### src/verilog/aesl_pkg.sv
// package: register map, field positions, event carriers for the error summary logic
package aesl_pkg;

    // ------------------------------------------------------------
    // register offsets (byte addresses)
    // ------------------------------------------------------------
    localparam logic [7:0] AESL_OFF_SUMMARY   = 8'h00;
    localparam logic [7:0] AESL_OFF_MASK      = 8'h04;
    localparam logic [7:0] AESL_OFF_CONTROL   = 8'h08;
    localparam logic [7:0] AESL_OFF_RESP_ADDR = 8'h0C;
    localparam logic [7:0] AESL_OFF_DMA_ADDR  = 8'h10;

    // ------------------------------------------------------------
    // summary register fields
    // ------------------------------------------------------------
    localparam int AESL_B_CABLE_OK      = 31;
    localparam int AESL_B_NODE_LO       = 20;
    localparam int AESL_B_CMD_LO        = 16;
    localparam int AESL_B_MULTIPLE      = 14;
    localparam int AESL_B_MAP_FIXED     = 13;
    localparam int AESL_B_MAP_FATAL     = 12;
    localparam int AESL_B_BAD_FRAME     = 11;
    localparam int AESL_B_XL_FIXED      = 10;
    localparam int AESL_B_XL_FATAL      = 9;
    localparam int AESL_B_BAD_TARGET    = 8;
    localparam int AESL_B_INTERNAL      = 7;
    localparam int AESL_B_IO_WRITE_FAIL = 6;
    localparam int AESL_B_POWER_FAIL    = 5;
    localparam int AESL_B_A_DATA_PAR    = 4;
    localparam int AESL_B_A_CMDADDR_PAR = 3;

    // write-one-to-clear flags of the summary register
    localparam logic [31:0] AESL_W1C_MASK   = 32'h0000_7FF8;
    // flags that count as a transaction's errors for the multiple-errors flag
    localparam logic [31:0] AESL_TXN_MASK   = 32'h0000_3FD8;
    // flags that lock the responder node, command and address capture
    localparam logic [31:0] AESL_RESP_LOCK  = 32'h0000_30C0;
    // flags that lock the dma address capture
    localparam logic [31:0] AESL_DMA_LOCK   = 32'h0000_0F00;
    // writable bits of the mask register
    localparam logic [31:0] AESL_MASK_BITS  = 32'h8000_0F18;
    localparam int          AESL_B_VEC_EN   = 31;
    // flags whose own mask bit drives the error interrupt
    localparam logic [31:0] AESL_IRQ_DIRECT = 32'h0000_0118;

    // ------------------------------------------------------------
    // reset values
    // ------------------------------------------------------------
    localparam logic [31:0] AESL_RST_FLAGS  = 32'h0000_0020;
    localparam logic [31:0] AESL_RST_MASK   = 32'h0000_0000;
    localparam logic [1:0]  AESL_RST_MODE   = 2'h0;

    // ------------------------------------------------------------
    // translation modes (control register bits 1:0)
    // ------------------------------------------------------------
    typedef enum logic [1:0] {
        AESL_MODE_NONE = 2'h0,
        AESL_MODE_P512 = 2'h1,
        AESL_MODE_P4K  = 2'h2,
        AESL_MODE_P8K  = 2'h3
    } aesl_mode_t;

    // ------------------------------------------------------------
    // event carriers
    // ------------------------------------------------------------
    typedef struct packed {
        logic       accept;       // command/address cycle accepted
        logic [5:0] node;
        logic [3:0] command;
        logic [29:0] address;
        logic       fail_write;   // remote could not finish an i/o write
        logic       map_fixed;    // correctable ecc, page map read
        logic       map_fatal;    // uncorrectable ecc, page map read
        logic       map_wr_par;   // internal parity on page map write data
        logic       loop_wr_par;  // loopback write data parity
        logic       loop_rd_par;  // loopback read data parity
    } aesl_resp_ev_t;

    typedef struct packed {
        logic        request;     // dma request presented
        logic        is_write;    // dma write or interrupt
        logic [29:0] vme_addr;
        logic        entry_bad;   // fetched map entry valid bit clear
        logic        xl_fixed;
        logic        xl_fatal;
        logic        a_data_par;
        logic        a_cmdaddr_par;
    } aesl_dma_ev_t;

endpackage

### src/verilog/aesl_top.sv
// adapter error summary register bank with axi4-lite slave
//
// The placing of the registers and the AXI4-Lite interface to the registers were chosen for this implementation.
module aesl_top
    import aesl_pkg::*;
(
    // clock and reset
    input  wire logic                clk,
    input  wire logic                reset,
    // axi4-lite slave
    input  wire logic [7:0]          s_axi_awaddr,
    input  wire logic                s_axi_awvalid,
    output logic                     s_axi_awready,
    input  wire logic [31:0]         s_axi_wdata,
    input  wire logic [3:0]          s_axi_wstrb,
    input  wire logic                s_axi_wvalid,
    output logic                     s_axi_wready,
    output logic [1:0]               s_axi_bresp,
    output logic                     s_axi_bvalid,
    input  wire logic                s_axi_bready,
    input  wire logic [7:0]          s_axi_araddr,
    input  wire logic                s_axi_arvalid,
    output logic                     s_axi_arready,
    output logic [31:0]              s_axi_rdata,
    output logic [1:0]               s_axi_rresp,
    output logic                     s_axi_rvalid,
    input  wire logic                s_axi_rready,
    // pins from outside the clock domain
    input  wire logic                cables_ok_pin,
    input  wire logic                remote_power_pin,
    input  wire logic                power_fail_pin,
    // same-domain events
    input  wire aesl_resp_ev_t       resp_ev,
    input  wire aesl_dma_ev_t        dma_ev,
    input  wire logic                illegal_state,
    input  wire logic                node_reset_request,
    input  wire logic                self_test_pass,
    // outputs
    output logic                     error_irq,
    output logic                     vectored_write_error_irq,
    output logic                     loop_abort
);

    // ------------------------------------------------------------
    // state
    // ------------------------------------------------------------
    typedef enum logic [2:0] {
        AESL_ST_INIT = 3'b001,
        AESL_ST_RUN  = 3'b010,
        AESL_ST_BAD  = 3'b100
    } aesl_state_t;

    typedef struct packed {
        aesl_state_t st;
        logic [2:0]  cab_s;
        logic [2:0]  pwr_s;
        logic [2:0]  acf_s;
        logic        acf_d;
        logic        cable_ok;
        logic [31:0] flags;
        logic [31:0] mask;
        aesl_mode_t  mode;
        logic [5:0]  node;
        logic [3:0]  command;
        logic [29:0] resp_addr;
        logic [29:0] dma_addr;
        logic        aw_hold;
        logic [7:0]  aw_addr;
        logic        w_hold;
        logic [31:0] w_data;
        logic [3:0]  w_strb;
        logic        awready;
        logic        wready;
        logic        bvalid;
        logic        arready;
        logic        rvalid;
        logic [31:0] rdata;
        logic [1:0]  rresp;
        logic [1:0]  bresp;
        logic        irq;
        logic        vec_irq;
        logic        abort;
    } aesl_regs_t;

    aesl_regs_t r;
    aesl_regs_t next_r;

    // ------------------------------------------------------------
    // combinational
    // ------------------------------------------------------------
    always_comb begin
        logic [31:0] set_v;
        logic [31:0] clr_v;
        logic [31:0] wmask;
        logic [31:0] summary;
        logic        bad_target;
        logic        xl_mode;
        logic        vec;
        logic        do_wr;
        set_v      = '0;
        clr_v      = '0;
        wmask      = '0;
        summary    = '0;
        bad_target = 1'b0;
        xl_mode    = 1'b0;
        vec        = 1'b0;
        do_wr      = 1'b0;
        next_r     = r;

        // two-flop synchronisers; stage 2 feeds logic
        next_r.cab_s = {r.cab_s[1:0], cables_ok_pin};
        next_r.pwr_s = {r.pwr_s[1:0], remote_power_pin};
        next_r.acf_s = {r.acf_s[1:0], power_fail_pin};
        next_r.acf_d = r.acf_s[1];

        // init: sample cables once after reset
        case (r.st)
            AESL_ST_INIT: begin
                next_r.cable_ok = r.cab_s[1] & r.pwr_s[1];
                next_r.st       = AESL_ST_RUN;
            end
            AESL_ST_RUN: begin
                next_r.st = AESL_ST_RUN;
            end
            AESL_ST_BAD: begin
                next_r.st = AESL_ST_RUN;
            end
            default: begin
                next_r.st = AESL_ST_BAD;
            end
        endcase

        // dma target check
        case (r.mode)
            AESL_MODE_NONE, AESL_MODE_P8K: bad_target = dma_ev.vme_addr[29];
            AESL_MODE_P4K:                 bad_target = |dma_ev.vme_addr[29:28];
            AESL_MODE_P512:                bad_target = |dma_ev.vme_addr[28:25];
            default:                       bad_target = 1'b0;
        endcase
        xl_mode = (r.mode != AESL_MODE_NONE);

        // error events
        set_v[AESL_B_MAP_FIXED]     = resp_ev.map_fixed;
        set_v[AESL_B_MAP_FATAL]     = resp_ev.map_fatal;
        set_v[AESL_B_BAD_FRAME]     = dma_ev.request & dma_ev.entry_bad & xl_mode;
        set_v[AESL_B_XL_FIXED]      = dma_ev.request & dma_ev.xl_fixed & xl_mode;
        set_v[AESL_B_XL_FATAL]      = dma_ev.request & dma_ev.xl_fatal & xl_mode;
        set_v[AESL_B_BAD_TARGET]    = dma_ev.request & bad_target;
        set_v[AESL_B_INTERNAL]      = illegal_state | resp_ev.map_wr_par
                                    | resp_ev.loop_wr_par | resp_ev.loop_rd_par;
        set_v[AESL_B_IO_WRITE_FAIL] = resp_ev.fail_write | resp_ev.map_wr_par
                                    | resp_ev.loop_wr_par;
        set_v[AESL_B_POWER_FAIL]    = (r.acf_s[1] & ~r.acf_d) | node_reset_request;
        set_v[AESL_B_A_DATA_PAR]    = dma_ev.a_data_par;
        set_v[AESL_B_A_CMDADDR_PAR] = dma_ev.a_cmdaddr_par;
        // second transaction's errors while earlier ones remain
        set_v[AESL_B_MULTIPLE] = |(set_v & AESL_TXN_MASK) & |(r.flags & AESL_TXN_MASK);
        next_r.abort = resp_ev.loop_wr_par | resp_ev.loop_rd_par;

        // axi write channel capture
        if (s_axi_awvalid && r.awready) begin
            next_r.aw_hold = 1'b1;
            next_r.aw_addr = s_axi_awaddr;
        end
        if (s_axi_wvalid && r.wready) begin
            next_r.w_hold = 1'b1;
            next_r.w_data = s_axi_wdata;
            next_r.w_strb = s_axi_wstrb;
        end
        next_r.awready = ~next_r.aw_hold & ~r.bvalid;
        next_r.wready  = ~next_r.w_hold & ~r.bvalid;
        if (r.aw_hold && r.w_hold && !r.bvalid) begin
            do_wr          = 1'b1;
            next_r.aw_hold = 1'b0;
            next_r.w_hold  = 1'b0;
            next_r.awready = 1'b0;
            next_r.wready  = 1'b0;
            next_r.bvalid  = 1'b1;
            next_r.bresp   = 2'h0;
        end
        if (r.bvalid && s_axi_bready) begin
            next_r.bvalid  = 1'b0;
            next_r.awready = ~r.aw_hold;
            next_r.wready  = ~r.w_hold;
        end
        for (int i = 0; i < 4; i++) begin
            wmask[i*8 +: 8] = {8{r.w_strb[i]}};
        end
        if (do_wr) begin
            case (r.aw_addr & 8'hFC)
                AESL_OFF_SUMMARY: clr_v = r.w_data & wmask & AESL_W1C_MASK;
                AESL_OFF_MASK:    next_r.mask = (r.mask & ~(wmask & AESL_MASK_BITS))
                                              | (r.w_data & wmask & AESL_MASK_BITS);
                AESL_OFF_CONTROL: if (r.w_strb[0]) next_r.mode = aesl_mode_t'(r.w_data[1:0]);
                AESL_OFF_RESP_ADDR, AESL_OFF_DMA_ADDR: next_r.bresp = 2'h0;
                default:          next_r.bresp = 2'h2;
            endcase
        end
        if (self_test_pass) begin
            clr_v[AESL_B_POWER_FAIL] = 1'b1;
        end
        // set wins over clear
        next_r.flags = ((r.flags & ~clr_v) | set_v) & AESL_W1C_MASK;

        // captures: responder on accept, dma address on request, unless locked
        if (resp_ev.accept && !(|(r.flags & AESL_RESP_LOCK))) begin
            next_r.node      = resp_ev.node;
            next_r.command   = resp_ev.command;
            next_r.resp_addr = resp_ev.address;
        end
        if (dma_ev.request && !(|(r.flags & AESL_DMA_LOCK))) begin
            next_r.dma_addr = dma_ev.vme_addr;
        end

        // error interrupt from current flags, vectored interrupt from this cycle's events
        next_r.irq = |(r.flags & r.mask & AESL_IRQ_DIRECT)
                   | ((r.flags[AESL_B_MAP_FIXED] | r.flags[AESL_B_XL_FIXED]) & r.mask[AESL_B_XL_FIXED])
                   | ((r.flags[AESL_B_MAP_FATAL] | r.flags[AESL_B_XL_FATAL]) & r.mask[AESL_B_XL_FATAL])
                   | (r.flags[AESL_B_BAD_FRAME] & r.mask[AESL_B_BAD_FRAME]);
        vec = (dma_ev.is_write & (set_v[AESL_B_BAD_FRAME] | set_v[AESL_B_XL_FATAL]
                                  | set_v[AESL_B_BAD_TARGET] | set_v[AESL_B_A_CMDADDR_PAR]))
            | set_v[AESL_B_INTERNAL]
            | set_v[AESL_B_IO_WRITE_FAIL]
            | (r.acf_s[1] & ~r.acf_d)
            | set_v[AESL_B_A_DATA_PAR];
        next_r.vec_irq = vec & r.mask[AESL_B_VEC_EN];

        // read channel
        summary = r.flags;
        summary[AESL_B_CABLE_OK] = r.cable_ok;
        summary[AESL_B_NODE_LO +: 6] = r.node;
        summary[AESL_B_CMD_LO +: 4]  = r.command;
        if (s_axi_arvalid && r.arready) begin
            next_r.arready = 1'b0;
            next_r.rvalid  = 1'b1;
            next_r.rresp   = 2'h0;
            case (s_axi_araddr & 8'hFC)
                AESL_OFF_SUMMARY:   next_r.rdata = summary;
                AESL_OFF_MASK:      next_r.rdata = r.mask;
                AESL_OFF_CONTROL:   next_r.rdata = {30'h0, r.mode};
                AESL_OFF_RESP_ADDR: next_r.rdata = {2'h0, r.resp_addr};
                AESL_OFF_DMA_ADDR:  next_r.rdata = {2'h0, r.dma_addr};
                default: begin
                    next_r.rdata = 32'h0;
                    next_r.rresp = 2'h2;
                end
            endcase
        end else if (r.rvalid && s_axi_rready) begin
            next_r.rvalid  = 1'b0;
            next_r.arready = 1'b1;
        end
    end

    // ------------------------------------------------------------
    // registers
    // ------------------------------------------------------------
    always_ff @(posedge clk) begin
        if (reset) begin
            r         <= '0;
            // synchronisers keep sampling so the cable bit is valid at release
            r.cab_s   <= next_r.cab_s;
            r.pwr_s   <= next_r.pwr_s;
            r.acf_s   <= next_r.acf_s;
            r.acf_d   <= next_r.acf_d;
            r.st      <= AESL_ST_INIT;
            r.flags   <= AESL_RST_FLAGS;
            r.mask    <= AESL_RST_MASK;
            r.mode    <= aesl_mode_t'(AESL_RST_MODE);
            r.awready <= 1'b1;
            r.wready  <= 1'b1;
            r.arready <= 1'b1;
        end else begin
            r <= next_r;
        end
    end

    // ------------------------------------------------------------
    // outputs
    // ------------------------------------------------------------
    assign s_axi_awready            = r.awready;
    assign s_axi_wready             = r.wready;
    assign s_axi_bresp              = r.bresp;
    assign s_axi_bvalid             = r.bvalid;
    assign s_axi_arready            = r.arready;
    assign s_axi_rdata              = r.rdata;
    assign s_axi_rresp              = r.rresp;
    assign s_axi_rvalid             = r.rvalid;
    assign error_irq                = r.irq;
    assign vectored_write_error_irq = r.vec_irq;
    assign loop_abort               = r.abort;

endmodule

### config.mk
export PLATFORM = sky130hd
export DESIGN_NAME = aesl_top
export DESIGN_NICKNAME = d
export VERILOG_FILES = /design/src/verilog/aesl_pkg.sv /design/src/verilog/aesl_top.sv
export SDC_FILE = /design/constraint.sdc
export NUM_CORES = 1
export LEC_CHECK = 0
export BUFFER_PORTS_ARGS = -buffer_cell sky130_fd_sc_hd__buf_2
export CAP_MARGIN = 10
export CORE_MARGIN = 3
export CORE_UTILIZATION = 56
export DETAILED_ROUTE_END_ITERATION = 8
export HOLD_SLACK_MARGIN = 0.06
export PLACE_DENSITY = 0.92
export SYNTH_ARGS = -nofsm -noshare
export SYNTH_HDL_FRONTEND = slang
export SYNTH_SLANG_ARGS = --single-unit
### constraint.sdc
create_clock -name clk -period 5.86 [get_ports clk]
set_input_delay 1.172 -clock clk [delete_from_list [all_inputs] [get_ports clk]]
set_output_delay 1.172 -clock clk [all_outputs]
set_load 0.005 [all_outputs]
### Yosys cells after proc, flatten, opt, wreduce, memory -nomap -nowiden

Cells that the tools add are included.

* register bits after elaboration: 217
* bits in latches: 0
* memory bits (writable): 0
* bits in read-only memories: 0
* bits of input ports: 149
* output and inout port bits: 44
* word-level logic and storage cells: 143
* memories: 0

* add/sub/neg operators: 0
* $mul: 0
* divide/modulo/power cells: 0
* $lt $le $gt $ge: 0
* equality and inequality tests: 14
* shifts and indexed selects: 0
* mux-type cells: 17
* bitwise logic cells: 50
* reductions and logical operators: 33

Operator list (count)
* 32-bit case mux with 5 select lines: 1
* 32-bit AND: 2
* 37-bit 2-to-1 mux: 1
* 32-bit inverter: 1
* 32-bit OR: 1
* 15-bit 2-to-1 mux: 2
* 6-bit by 2-bit == test with 1-bit output (second input constant): 4
* 10-bit OR reduction: 2
* 1-bit OR: 19
* 1-bit AND: 17
* 8-bit logical NOT: 2
* 15-bit AND: 1
* 15-bit inverter: 1
* 15-bit OR: 1
* 6-bit by 1-bit == test with 1-bit output (second input constant): 2
* 6-bit by 3-bit == test with 1-bit output (second input constant): 2
* 4-bit OR reduction: 3
* 2-bit 2-to-1 mux: 5
* 2-bit OR reduction: 5
* 9-bit AND: 1
* 1-bit logical AND: 9
* 3-bit 2-to-1 mux: 3
* 9-bit 2-to-1 mux: 1
* 3-bit OR reduction: 3
* other kinds (15): 25

### Longest topological paths before layout

Gate-level depths: netlist of the first run.

* word-level depth: 12
* gate-level depth with buffers: 7
* depth with buffers taken out: 7

### Worst setup path after synthesis of the first run

OpenSTA, ideal clock, no wires.

* path kind: input -> register
* from: in resp_ev[2] (netlist name)
* to: reg r[208] (netlist name)
* setup time: 117 ps
* arrival: 2642 ps
* required time: 5743 ps
* setup slack: 3100 ps
* stages: 5
* buffers on the path: 0
* cell sequence: or4_4 -> or3_4 -> a2111oi_2 -> nand3_1 -> a32o_1

* word-level cells in the longest chain between the ends: 6
* elaborated cells between the ends (all ways): 8
* classes of those cells: 7 x bitwise; 1 x reduce/logical

RTL lines
* from (decl): line aesl_top.sv:33 `input wire aesl_resp_ev_t resp_ev,`
* 1-bit OR: line aesl_top.sv:149 `set_v[AESL_B_INTERNAL] = illegal_state | resp_ev.map_wr_par`
* 1-bit OR (2 in series): line aesl_top.sv:150 `| resp_ev.loop_wr_par | resp_ev.loop_rd_par;`
* 10-bit OR reduction (*): line aesl_top.sv:157 `set_v[AESL_B_MULTIPLE] = |(set_v & AESL_TXN_MASK) & |(r.flags & AESL_TXN_MASK);`
* 1-bit AND (*): line aesl_top.sv:157
* 15-bit OR (*): line aesl_top.sv:203 `next_r.flags = ((r.flags & ~clr_v) | set_v) & AESL_W1C_MASK;`
* to (signal assigned): line aesl_top.sv:273 `r <= next_r;`
* to (decl): line aesl_top.sv:85 `aesl_regs_t r;`

Every way passes the cells marked *; elsewhere a longest branch is shown, timed or not.
A chain may end at the register's enable or synchronous reset.

### Worst setup path in the final report of the first run

* from: in s_axi_arvalid
* to: reg r, in the netlist s_axi_rdata[11]

* word-level cells in the longest chain between the ends: 1

RTL lines
* from (decl): line aesl_top.sv:22 `input wire logic s_axi_arvalid,`
* 1-bit logical AND: line aesl_top.sv:233 `if (s_axi_arvalid && r.arready) begin`

Every way passes these cells.

==> results.txt, run 1 <==
The run finished with clean final reports. The floorplan die width is 116.4 µm. In this run the clock root is driven by a sky130_fd_sc_hd__clkbuf_16. The internal power of the cells is just over 0.002 W. The detail-routed via count per cell is about 5.8. The switching power came out at 0.0005924 W.

The total negative slack came out at 0 ps. The final count of negative-setup-slack endpoints is 0. The number of max-cap violations came out at 0. In this run the static leakage power is between 3 and 4 nW. The post-CTS setup buffer count is 0. The critical path in this run is classified as in2reg.

The number of warnings printed during yosys synthesis came out at 0. The via count of the first global-routing pass came out at approximately 6000. The post-synthesis share of cell area spent on xor and xnor gates came out at less than 1%. The clock tree from TritonCTS is built. The worst reg2reg path startpoint is s_axi_arready. The sum of net half-perimeters after detailed placement came out at between 10000 and 15000 µm. The maximum clock insertion buffer count came out at 2. The H-tree depth came out at 4. The most critical setup path has its startpoint at s_axi_arvalid. The slowest stage of the critical path belongs to the cell sky130_fd_sc_hd__and2_1. For this run, the slowest stage of the critical path takes 1040 ps. The global placer's final weighted congestion is approximately 0.87. After synthesis the netlist holds a flip-flop and latch count of 170. The part of the power in the clock network is 45.6%. The startpoint of the worst hold path is next_r[229].

The worst-path maximum fanout came out at 59. The async set-or-reset flop fraction in the synthesized netlist is 0%. For the final database, setup skew stands at 5.178 ps. The ratio of final minimum period to clock period is 61.05%.

The final non-filler cell area came out at 8094 µm². The I/O pin count is around 190. The post-detailed-route count of antenna-violating nets is 0. Clock-pin slew was measured on the worst setup and hold paths at ~60 ps. The initial antenna violation count is 0. The combinational group share of total power is ~7.4%. The relative area change from synthesis to final layout came out at 18.59%.

The power density over the cells came out at approximately 320 nW/µm². The overall via count from detail_route is 6296. For this block, the initial DRC count from the detailed router was roughly 800. The total count of max-transition violations in the final report came to 0. The number of enable-type register cells in the synthesized netlist came out at 0.

The setup slack at placement came out at 1916 ps. After clock tree synthesis, the flow added hold-fix buffers numbering 0. The number of gates resized after cts came out at 0. The leading register cell type out of synthesis is sky130_fd_sc_hd__dfxtp_1.

The synthesized instance count is between 800 and 900. The final wirelength came out at roughly 18000 µm. The number of detailed-routing iterations run before antenna repair came out at 7. The dominant combinational cell family by area after synthesis is compound AO/OA/AOI/OAI gates.

The slew at the pin with the worst max-slew slack is approximately 1200 ps. The global-route usage over all layers came out at a little over a quarter. The count of input and output buffers came out at 168.

After detailed placement, the total cell area comes to about 7400 µm². The number of standard-cell rows in the floorplan is 39. The final net count is ~1100. The maximum number of pins on one net before global-route repair came out at 75.

The final antenna diode count is 0. The routed wirelength normalized by instance count is 16.81 µm. The area share of and/or/nand/nor cells after synthesis is between 20% and 30%. The post-route netlist has 23.27% of its cells at a drive strength greater than 1. The global route total overflow came out at 0. The arrival time at the worst endpoint came out at 3900 ps. Setup repair after global routing left no endpoint under its margin.

The sequential cell area came out at approximately 3400 µm². The final period demand of the worst path came out at 3577 ps. The multi-input combinational cell area is about 2900 µm². The worst-case IR drop observed on VDD is between 0.3 and 0.4 mV. The sequential-to-total area share from yosys stat is 49.86%. After layout, the worst setup slack is between 2000 and 2500 ps. The die area is 13550 µm². The worst hold path belongs to the class reg2reg. STA classifies the critical path startpoint as an input port. The switching share of total power is ~23%. The wire length of the first global-routing pass is roughly 28000 µm. STA classifies the critical path endpoint as a flop. The register share of total power is 46.9%. The DRC violation count after routing came out at 0. The relative max-transition margin came out at 19.23%.

Multiplexer cells account for between 1 and 1.5% of the synthesized area. The y dimension of the die is ~120 µm. The sum of internal, switching and leakage power is between 0.002 and 0.003 W.

The synthesized-area fraction occupied by ao, oa, aoi and oai cells is 20.59%. The clock latency on the worst-skew pair came out at around 420 ps. The number of buffers inserted during clock tree synthesis is 17. The average cell area after synthesis is between 8 and 9 µm². For this configuration, the core starts out at a cell density of roughly three fifths.

The number of unique standard cell types used by synthesis came out at 46. The total clock sinks came out at 170. Of the total synthesized cell area, the portion taken by full adders, half adders and majority gates is less than 1%.

The cell area after technology mapping came out at around 7000 µm². The total count of hold-check failures in the final report was 0. The core region area came out at about 12000 µm². The critical path data required time came out at 6180 ps. The timing-limited maximum frequency is around 0.28 GHz.

The critical path goes through buf_2 -> nand2_2 -> buf_4 -> nor4_1 -> and2_1 -> a21oi_1 -> a211oi_1. The fill cell total of the finished layout is 930. The post-route core utilization is 69.40%.
-- state kept, by name, indices dropped and copies added (netlist names), named ones only --
name / cells
s_axi_arready: 1
loop_abort: 1
s_axi_rdata: 31
s_axi_awready: 1
r: 115
s_axi_bvalid: 1
next_r: 6
s_axi_wready: 1
error_irq: 1
s_axi_rvalid: 1
vectored_write_error_irq: 1
s_axi_rresp: 1
s_axi_bresp: 1
-- per-layer routing --
metal / track usage (%) / vias up / part of all wire, %
li1: - / 3031 / -
met1: 33.09 / 2902 / 40
met2: 45.35 / 328 / 49
met3: 6.114 / 35 / 8.6
met4: 12.68 / 0 / 2.5
met5: 0 / - / 0
-- synth_stat cells, types with 2 or more instances --
| library cell | n | area share, % |
|---|---|---|
| sky130_fd_sc_hd__nor3_1 | 5 | 0.37 |
| sky130_fd_sc_hd__or3_4 | 2 | 0.33 |
| sky130_fd_sc_hd__a22oi_1 | 17 | 1.9 |
| sky130_fd_sc_hd__nor3b_2 | 2 | 0.37 |
| sky130_fd_sc_hd__nand2b_1 | 4 | 0.37 |
| sky130_fd_sc_hd__a21oi_1 | 133 | 9.8 |
| sky130_fd_sc_hd__o31ai_1 | 2 | 0.22 |
| sky130_fd_sc_hd__nand2_1 | 227 | 12 |
| sky130_fd_sc_hd__nor2b_1 | 3 | 0.28 |
| sky130_fd_sc_hd__buf_4 | 39 | 4.3 |
| sky130_fd_sc_hd__buf_2 | 7 | 0.51 |
| sky130_fd_sc_hd__and2_1 | 5 | 0.46 |
| sky130_fd_sc_hd__nor2_1 | 41 | 2.3 |
| sky130_fd_sc_hd__nand3_1 | 12 | 0.88 |
| sky130_fd_sc_hd__o21ai_0 | 7 | 0.51 |
| sky130_fd_sc_hd__a211oi_1 | 26 | 2.9 |
| sky130_fd_sc_hd__nor3b_1 | 4 | 0.44 |
| sky130_fd_sc_hd__clkbuf_1 | 38 | 2.1 |
| sky130_fd_sc_hd__nor4_1 | 5 | 0.46 |
| sky130_fd_sc_hd__inv_1 | 4 | 0.22 |
| sky130_fd_sc_hd__a222oi_1 | 24 | 3.5 |
| sky130_fd_sc_hd__a22o_1 | 6 | 0.77 |
| sky130_fd_sc_hd__dfxtp_1 | 170 | 50 |
| sky130_fd_sc_hd__or4_4 | 2 | 0.33 |
| sky130_fd_sc_hd__buf_1 | 4 | 0.22 |
| sky130_fd_sc_hd__mux2i_1 | 8 | 1.2 |
| sky130_fd_sc_hd__ha_1 | 3 | 0.55 |
-- cells in the final DEF (no fill, tap or decap), drive strengths merged, types with 2 or more instances in the layout --
| cell type | count |
|---|---|
| a2111oi | 2 |
| nor4 | 6 |
| a222oi | 24 |
| conb | 2 |
| a22o | 6 |
| or3 | 2 |
| mux2i | 8 |
| bufinv | 5 |
| nor3 | 6 |
| or4 | 3 |
| and2 | 5 |
| clkbuf | 22 |
| buf | 176 |
| dfxtp | 170 |
| a21oi | 133 |
| a22oi | 17 |
| nor2 | 42 |
| a211oi | 26 |
| nor2b | 3 |
| o21ai | 7 |
| o31ai | 2 |
| nor3b | 6 |
| nand2 | 227 |
| nand3 | 12 |
| nand2b | 4 |
| inv | 5 |
| ha | 3 |
| clkinvlp | 4 |
-- path summary, 6_finish.rpt --
| kind | endpoint | slack (ps) | cells after the start |
|---|---|---|---|
| worst min-delay path | next_r[227] | 320 | 0 |
| worst max-delay path | s_axi_rdata[11] | 2280 | 7 |
| worst min register to register | next_r[227] | 320 | 0 |
| worst max register to register | s_axi_rdata[11] | 2750 | 6 |
-- stage by stage --
step	hold slack, ps	instances
global placement	310.2	1050
global route	327.4	1084
finish	323.0	1084
floorplan	309.6	820
detailed placement	315.0	1050
CTS	323.1	1082
-- critical path: cells and delay by family --
kind / cells / cell delay [ps]
buf+inv: 2 / 390
compound gates: 2 / 400
simple gates: 3 / 1870
-- final cells by class --
cell class	count	share of cell area, %
flip-flops and latches	170	42.05
clock buffers	21	5.441
inverters	4	0.1855
well taps	143	2.211
multi-input cells	558	36.25
repair buffers	177	11.47
clock inverters	11	2.396
-- kinds of logic after synthesis --
family          after synthesis
mux                           8
xor+xnor                      1
compound gates              223
other cells                   1
fa+ha+maj                     3
simple gates                321
buf+inv                      92
flops                       170
-- power by group through the flow --
| stage | combinational (W) | clock, W | sequential, W |
|---|---|---|---|
| finish | 0.000196 | 0.00120 | 0.00123 |
| global route | 0.000219 | 0.00126 | 0.00124 |
| CTS | 0.000191 | 0.00121 | 0.00123 |
| detailed placement | 0.000189 | 0 | 0.00126 |
| global placement | 0.000186 | 0 | 0.00126 |
| floorplan | 0.000114 | 0 | 0.00125 |
No activity file was read; power rests on OpenSTA's default activity.
==> run 2, diff against run 1 <==
--- a/config.mk
+++ b/config.mk
@@ -8,10 +8,10 @@
 export BUFFER_PORTS_ARGS = -buffer_cell sky130_fd_sc_hd__buf_2
 export CAP_MARGIN = 10
 export CORE_MARGIN = 3
-export CORE_UTILIZATION = 56
+export CORE_UTILIZATION = 47
 export DETAILED_ROUTE_END_ITERATION = 8
 export HOLD_SLACK_MARGIN = 0.06
-export PLACE_DENSITY = 0.92
+export PLACE_DENSITY = 0.83
 export SYNTH_ARGS = -nofsm -noshare
 export SYNTH_HDL_FRONTEND = slang
 export SYNTH_SLANG_ARGS = --single-unit
==> constraint.sdc (replaced) <==
create_clock -name clk -period 3.23 [get_ports clk]
set_input_delay 0.646 -clock clk [delete_from_list [all_inputs] [get_ports clk]]
set_output_delay 0.646 -clock clk [all_outputs]
set_load 0.005 [all_outputs]
==> results.txt, run 2 (synthesized netlist as in run 1, its figures left out) <==
The number of standard-cell rows in the floorplan is 43. The final wirelength is approximately 19000 µm. The arrival time at the worst endpoint came out at around 2400 ps. In this run the vertical extent of the chip is roughly 130 µm. The peak supply drop is between 0.4 and 0.5 mV. The clock-pin slew on the worst setup and hold paths is 60 ps. Hold is met by around 320 ps. The worst-path maximum fanout is 4. Per report_power, the sequential group accounts for between 40 and 50% of the total. The longest clock path from root to sink contains 2 buffers. The initial antenna violation count came out at 1. The global route total overflow is 0. The number of gates resized after cts came out at 0. The critical path data required time is about 3500 ps.

The number of detailed-routing iterations run before antenna repair is 8. The switching power is 0.001053 W. In the global route stage, overall resource usage came out at ~23%. Setup repair after global routing left no endpoint under its margin. The detailed router placed 6183 vias in this run. The flow ran to the end, and the final reports show no timing, DRC or antenna violations. The final setup skew is about 7 ps. In the layout the commonest cells are sky130_fd_sc_hd__nand2_1, sky130_fd_sc_hd__dfxtp_1, sky130_fd_sc_hd__buf_2, sky130_fd_sc_hd__a21oi_1, sky130_fd_sc_hd__nor2_1.

slightly below 200 I/O pins were placed. The floorplan die width came out at 126.5 µm. In this run the post-CTS setup repair buffer count came out at 0. Routability-driven placement finished with a final weighted congestion of about 0.86. The total count of max-transition violations in the final report is 0.

The part of the power in the clock network came out at between 40% and 50%. The path class of the tightest hold or removal check is in2reg. Dividing the detail-routed wire length by the instance count gives approximately 17 µm. The relative max-transition margin is roughly 56%.

Overall power consumption after layout is estimated at around 0.0045 W. The total clock sinks is between 150 and 200. Once detail routing completed, the nets flagged for antenna violations numbered 0.

The via count of the first global-routing pass is about 5700. The flip-flop count of the largest register after layout came out at roughly 120. The core region area is approximately 14000 µm². The leakage power total is between 3 and 4 nW.

The final net count came out at approximately 1100. The switching share of total power came out at a little under a quarter. The tree is rooted in a sky130_fd_sc_hd__clkbuf_16. The slew at the pin with the worst max-slew slack came out at about 660 ps. The die area came out at 16000 µm². The worst setup path category is reg2reg. The total count of hold-check failures in the final report is 0. The wire length of the first global-routing pass came out at around 30000 µm. The type of origin of the critical path is a flop.

The final period demand of the worst path is ~2100 ps. The final count of negative-setup-slack endpoints is 0. The finished cells cover 8088 µm². The number of max-cap violations is 0. The fraction of final layout cells with drive strength greater than 1 came out at about a quarter.

Combinational cells account for under 10% of the total power. The library cell used most frequently in the layout, excluding fill and tap cells, is sky130_fd_sc_hd__nand2_1. The H-tree was split into 4 levels. The worst setup path is captured at a flop.

The detail-routed via count per cell is ~5.5. The sum of net half-perimeters after detailed placement came out at roughly 13000 µm. The starting density of the core came out at around 49%. The hold buffer count at CTS is 0. For this block, the initial DRC count from the detailed router was 667. The timing-limited maximum frequency came out at 0.4842 GHz. During placement, the flow inserted port buffers numbering between 150 and 200. The post-route core utilization is 57.60%. The DRC violation count after routing came out at 0.

The power density over the cells came out at 554.5 nW/µm². The total negative slack is 0 ps. TritonCTS built the clock tree.

Entering global routing, the biggest net connects 68 pins. The clock latency on the worst-skew pair is between 400 and 500 ps. In the finished design, the share of the clock period the worst path needs comes to between 60% and 70%. The largest register by flop count is r. The post-place instance area is 7538 µm². TritonCTS created 17 clock buffers. The relative area change from synthesis to final layout came out at 18.50%. The internal power of the cells is 0.003432 W.
[run 2: cell type report]
type,count,area [µm²]
Fill cell,1278,5954
Sequential cell,170,3403
Multi-Input combinational cell,558,2934
Timing Repair Buffer,182,960.9
Clock buffer,23,478.0
Tap cell,180,225.2
Clock inverter,7,68.82
Inverter,4,15.01
Antenna cell,1,2.502
[run 2: metrics by stage]
step | setup WS, ps | std cells
floorplan | 996.4 | 820
global placement | 823.2 | 1094
detailed placement | 790.3 | 1094
CTS | 1163 | 1124
global route | 958.5 | 1125
finish | 1165 | 1125
[run 2: power by group through the flow]
stage,sequential [W],combinational [W],clock (W)
2_1_floorplan,0.00226,0.000207,0
3_3_place_gp,0.00228,0.000346,0
3_5_place_dp,0.00228,0.000354,0
4_1_cts,0.00224,0.000356,0.00191
5_1_grt,0.00225,0.000399,0.00201
6_report,0.00224,0.000355,0.00189
[run 2: path summary, 6_finish.rpt]
kind	endpoint	slack, ps	cells past startpoint	startpoint
max	r[208]	1160	7	r[160]
min	next_r[235]	320	1	cables_ok_pin
min reg2reg	next_r[233]	330	0	next_r[232]
max reg2reg	r[208]	1160	7	r[160]
[run 2: critical path, cell delays in order (launching register included)]
cell,delay (ps)
sky130_fd_sc_hd__dfxtp_1,390
sky130_fd_sc_hd__inv_1,90
sky130_fd_sc_hd__ha_1,330
sky130_fd_sc_hd__nor3b_1,190
sky130_fd_sc_hd__a211oi_1,160
sky130_fd_sc_hd__a2111oi_2,460
sky130_fd_sc_hd__nand3_1,130
sky130_fd_sc_hd__a32o_1,210
[run 2: layer usage]
layer	global-route usage [%]	wire length, µm	part of all wire, %
met5	0	0	0
met3	4.758	1337	7.2
met1	30.66	7958	43
met2	36.96	8830	47
met4	9.022	492	2.6
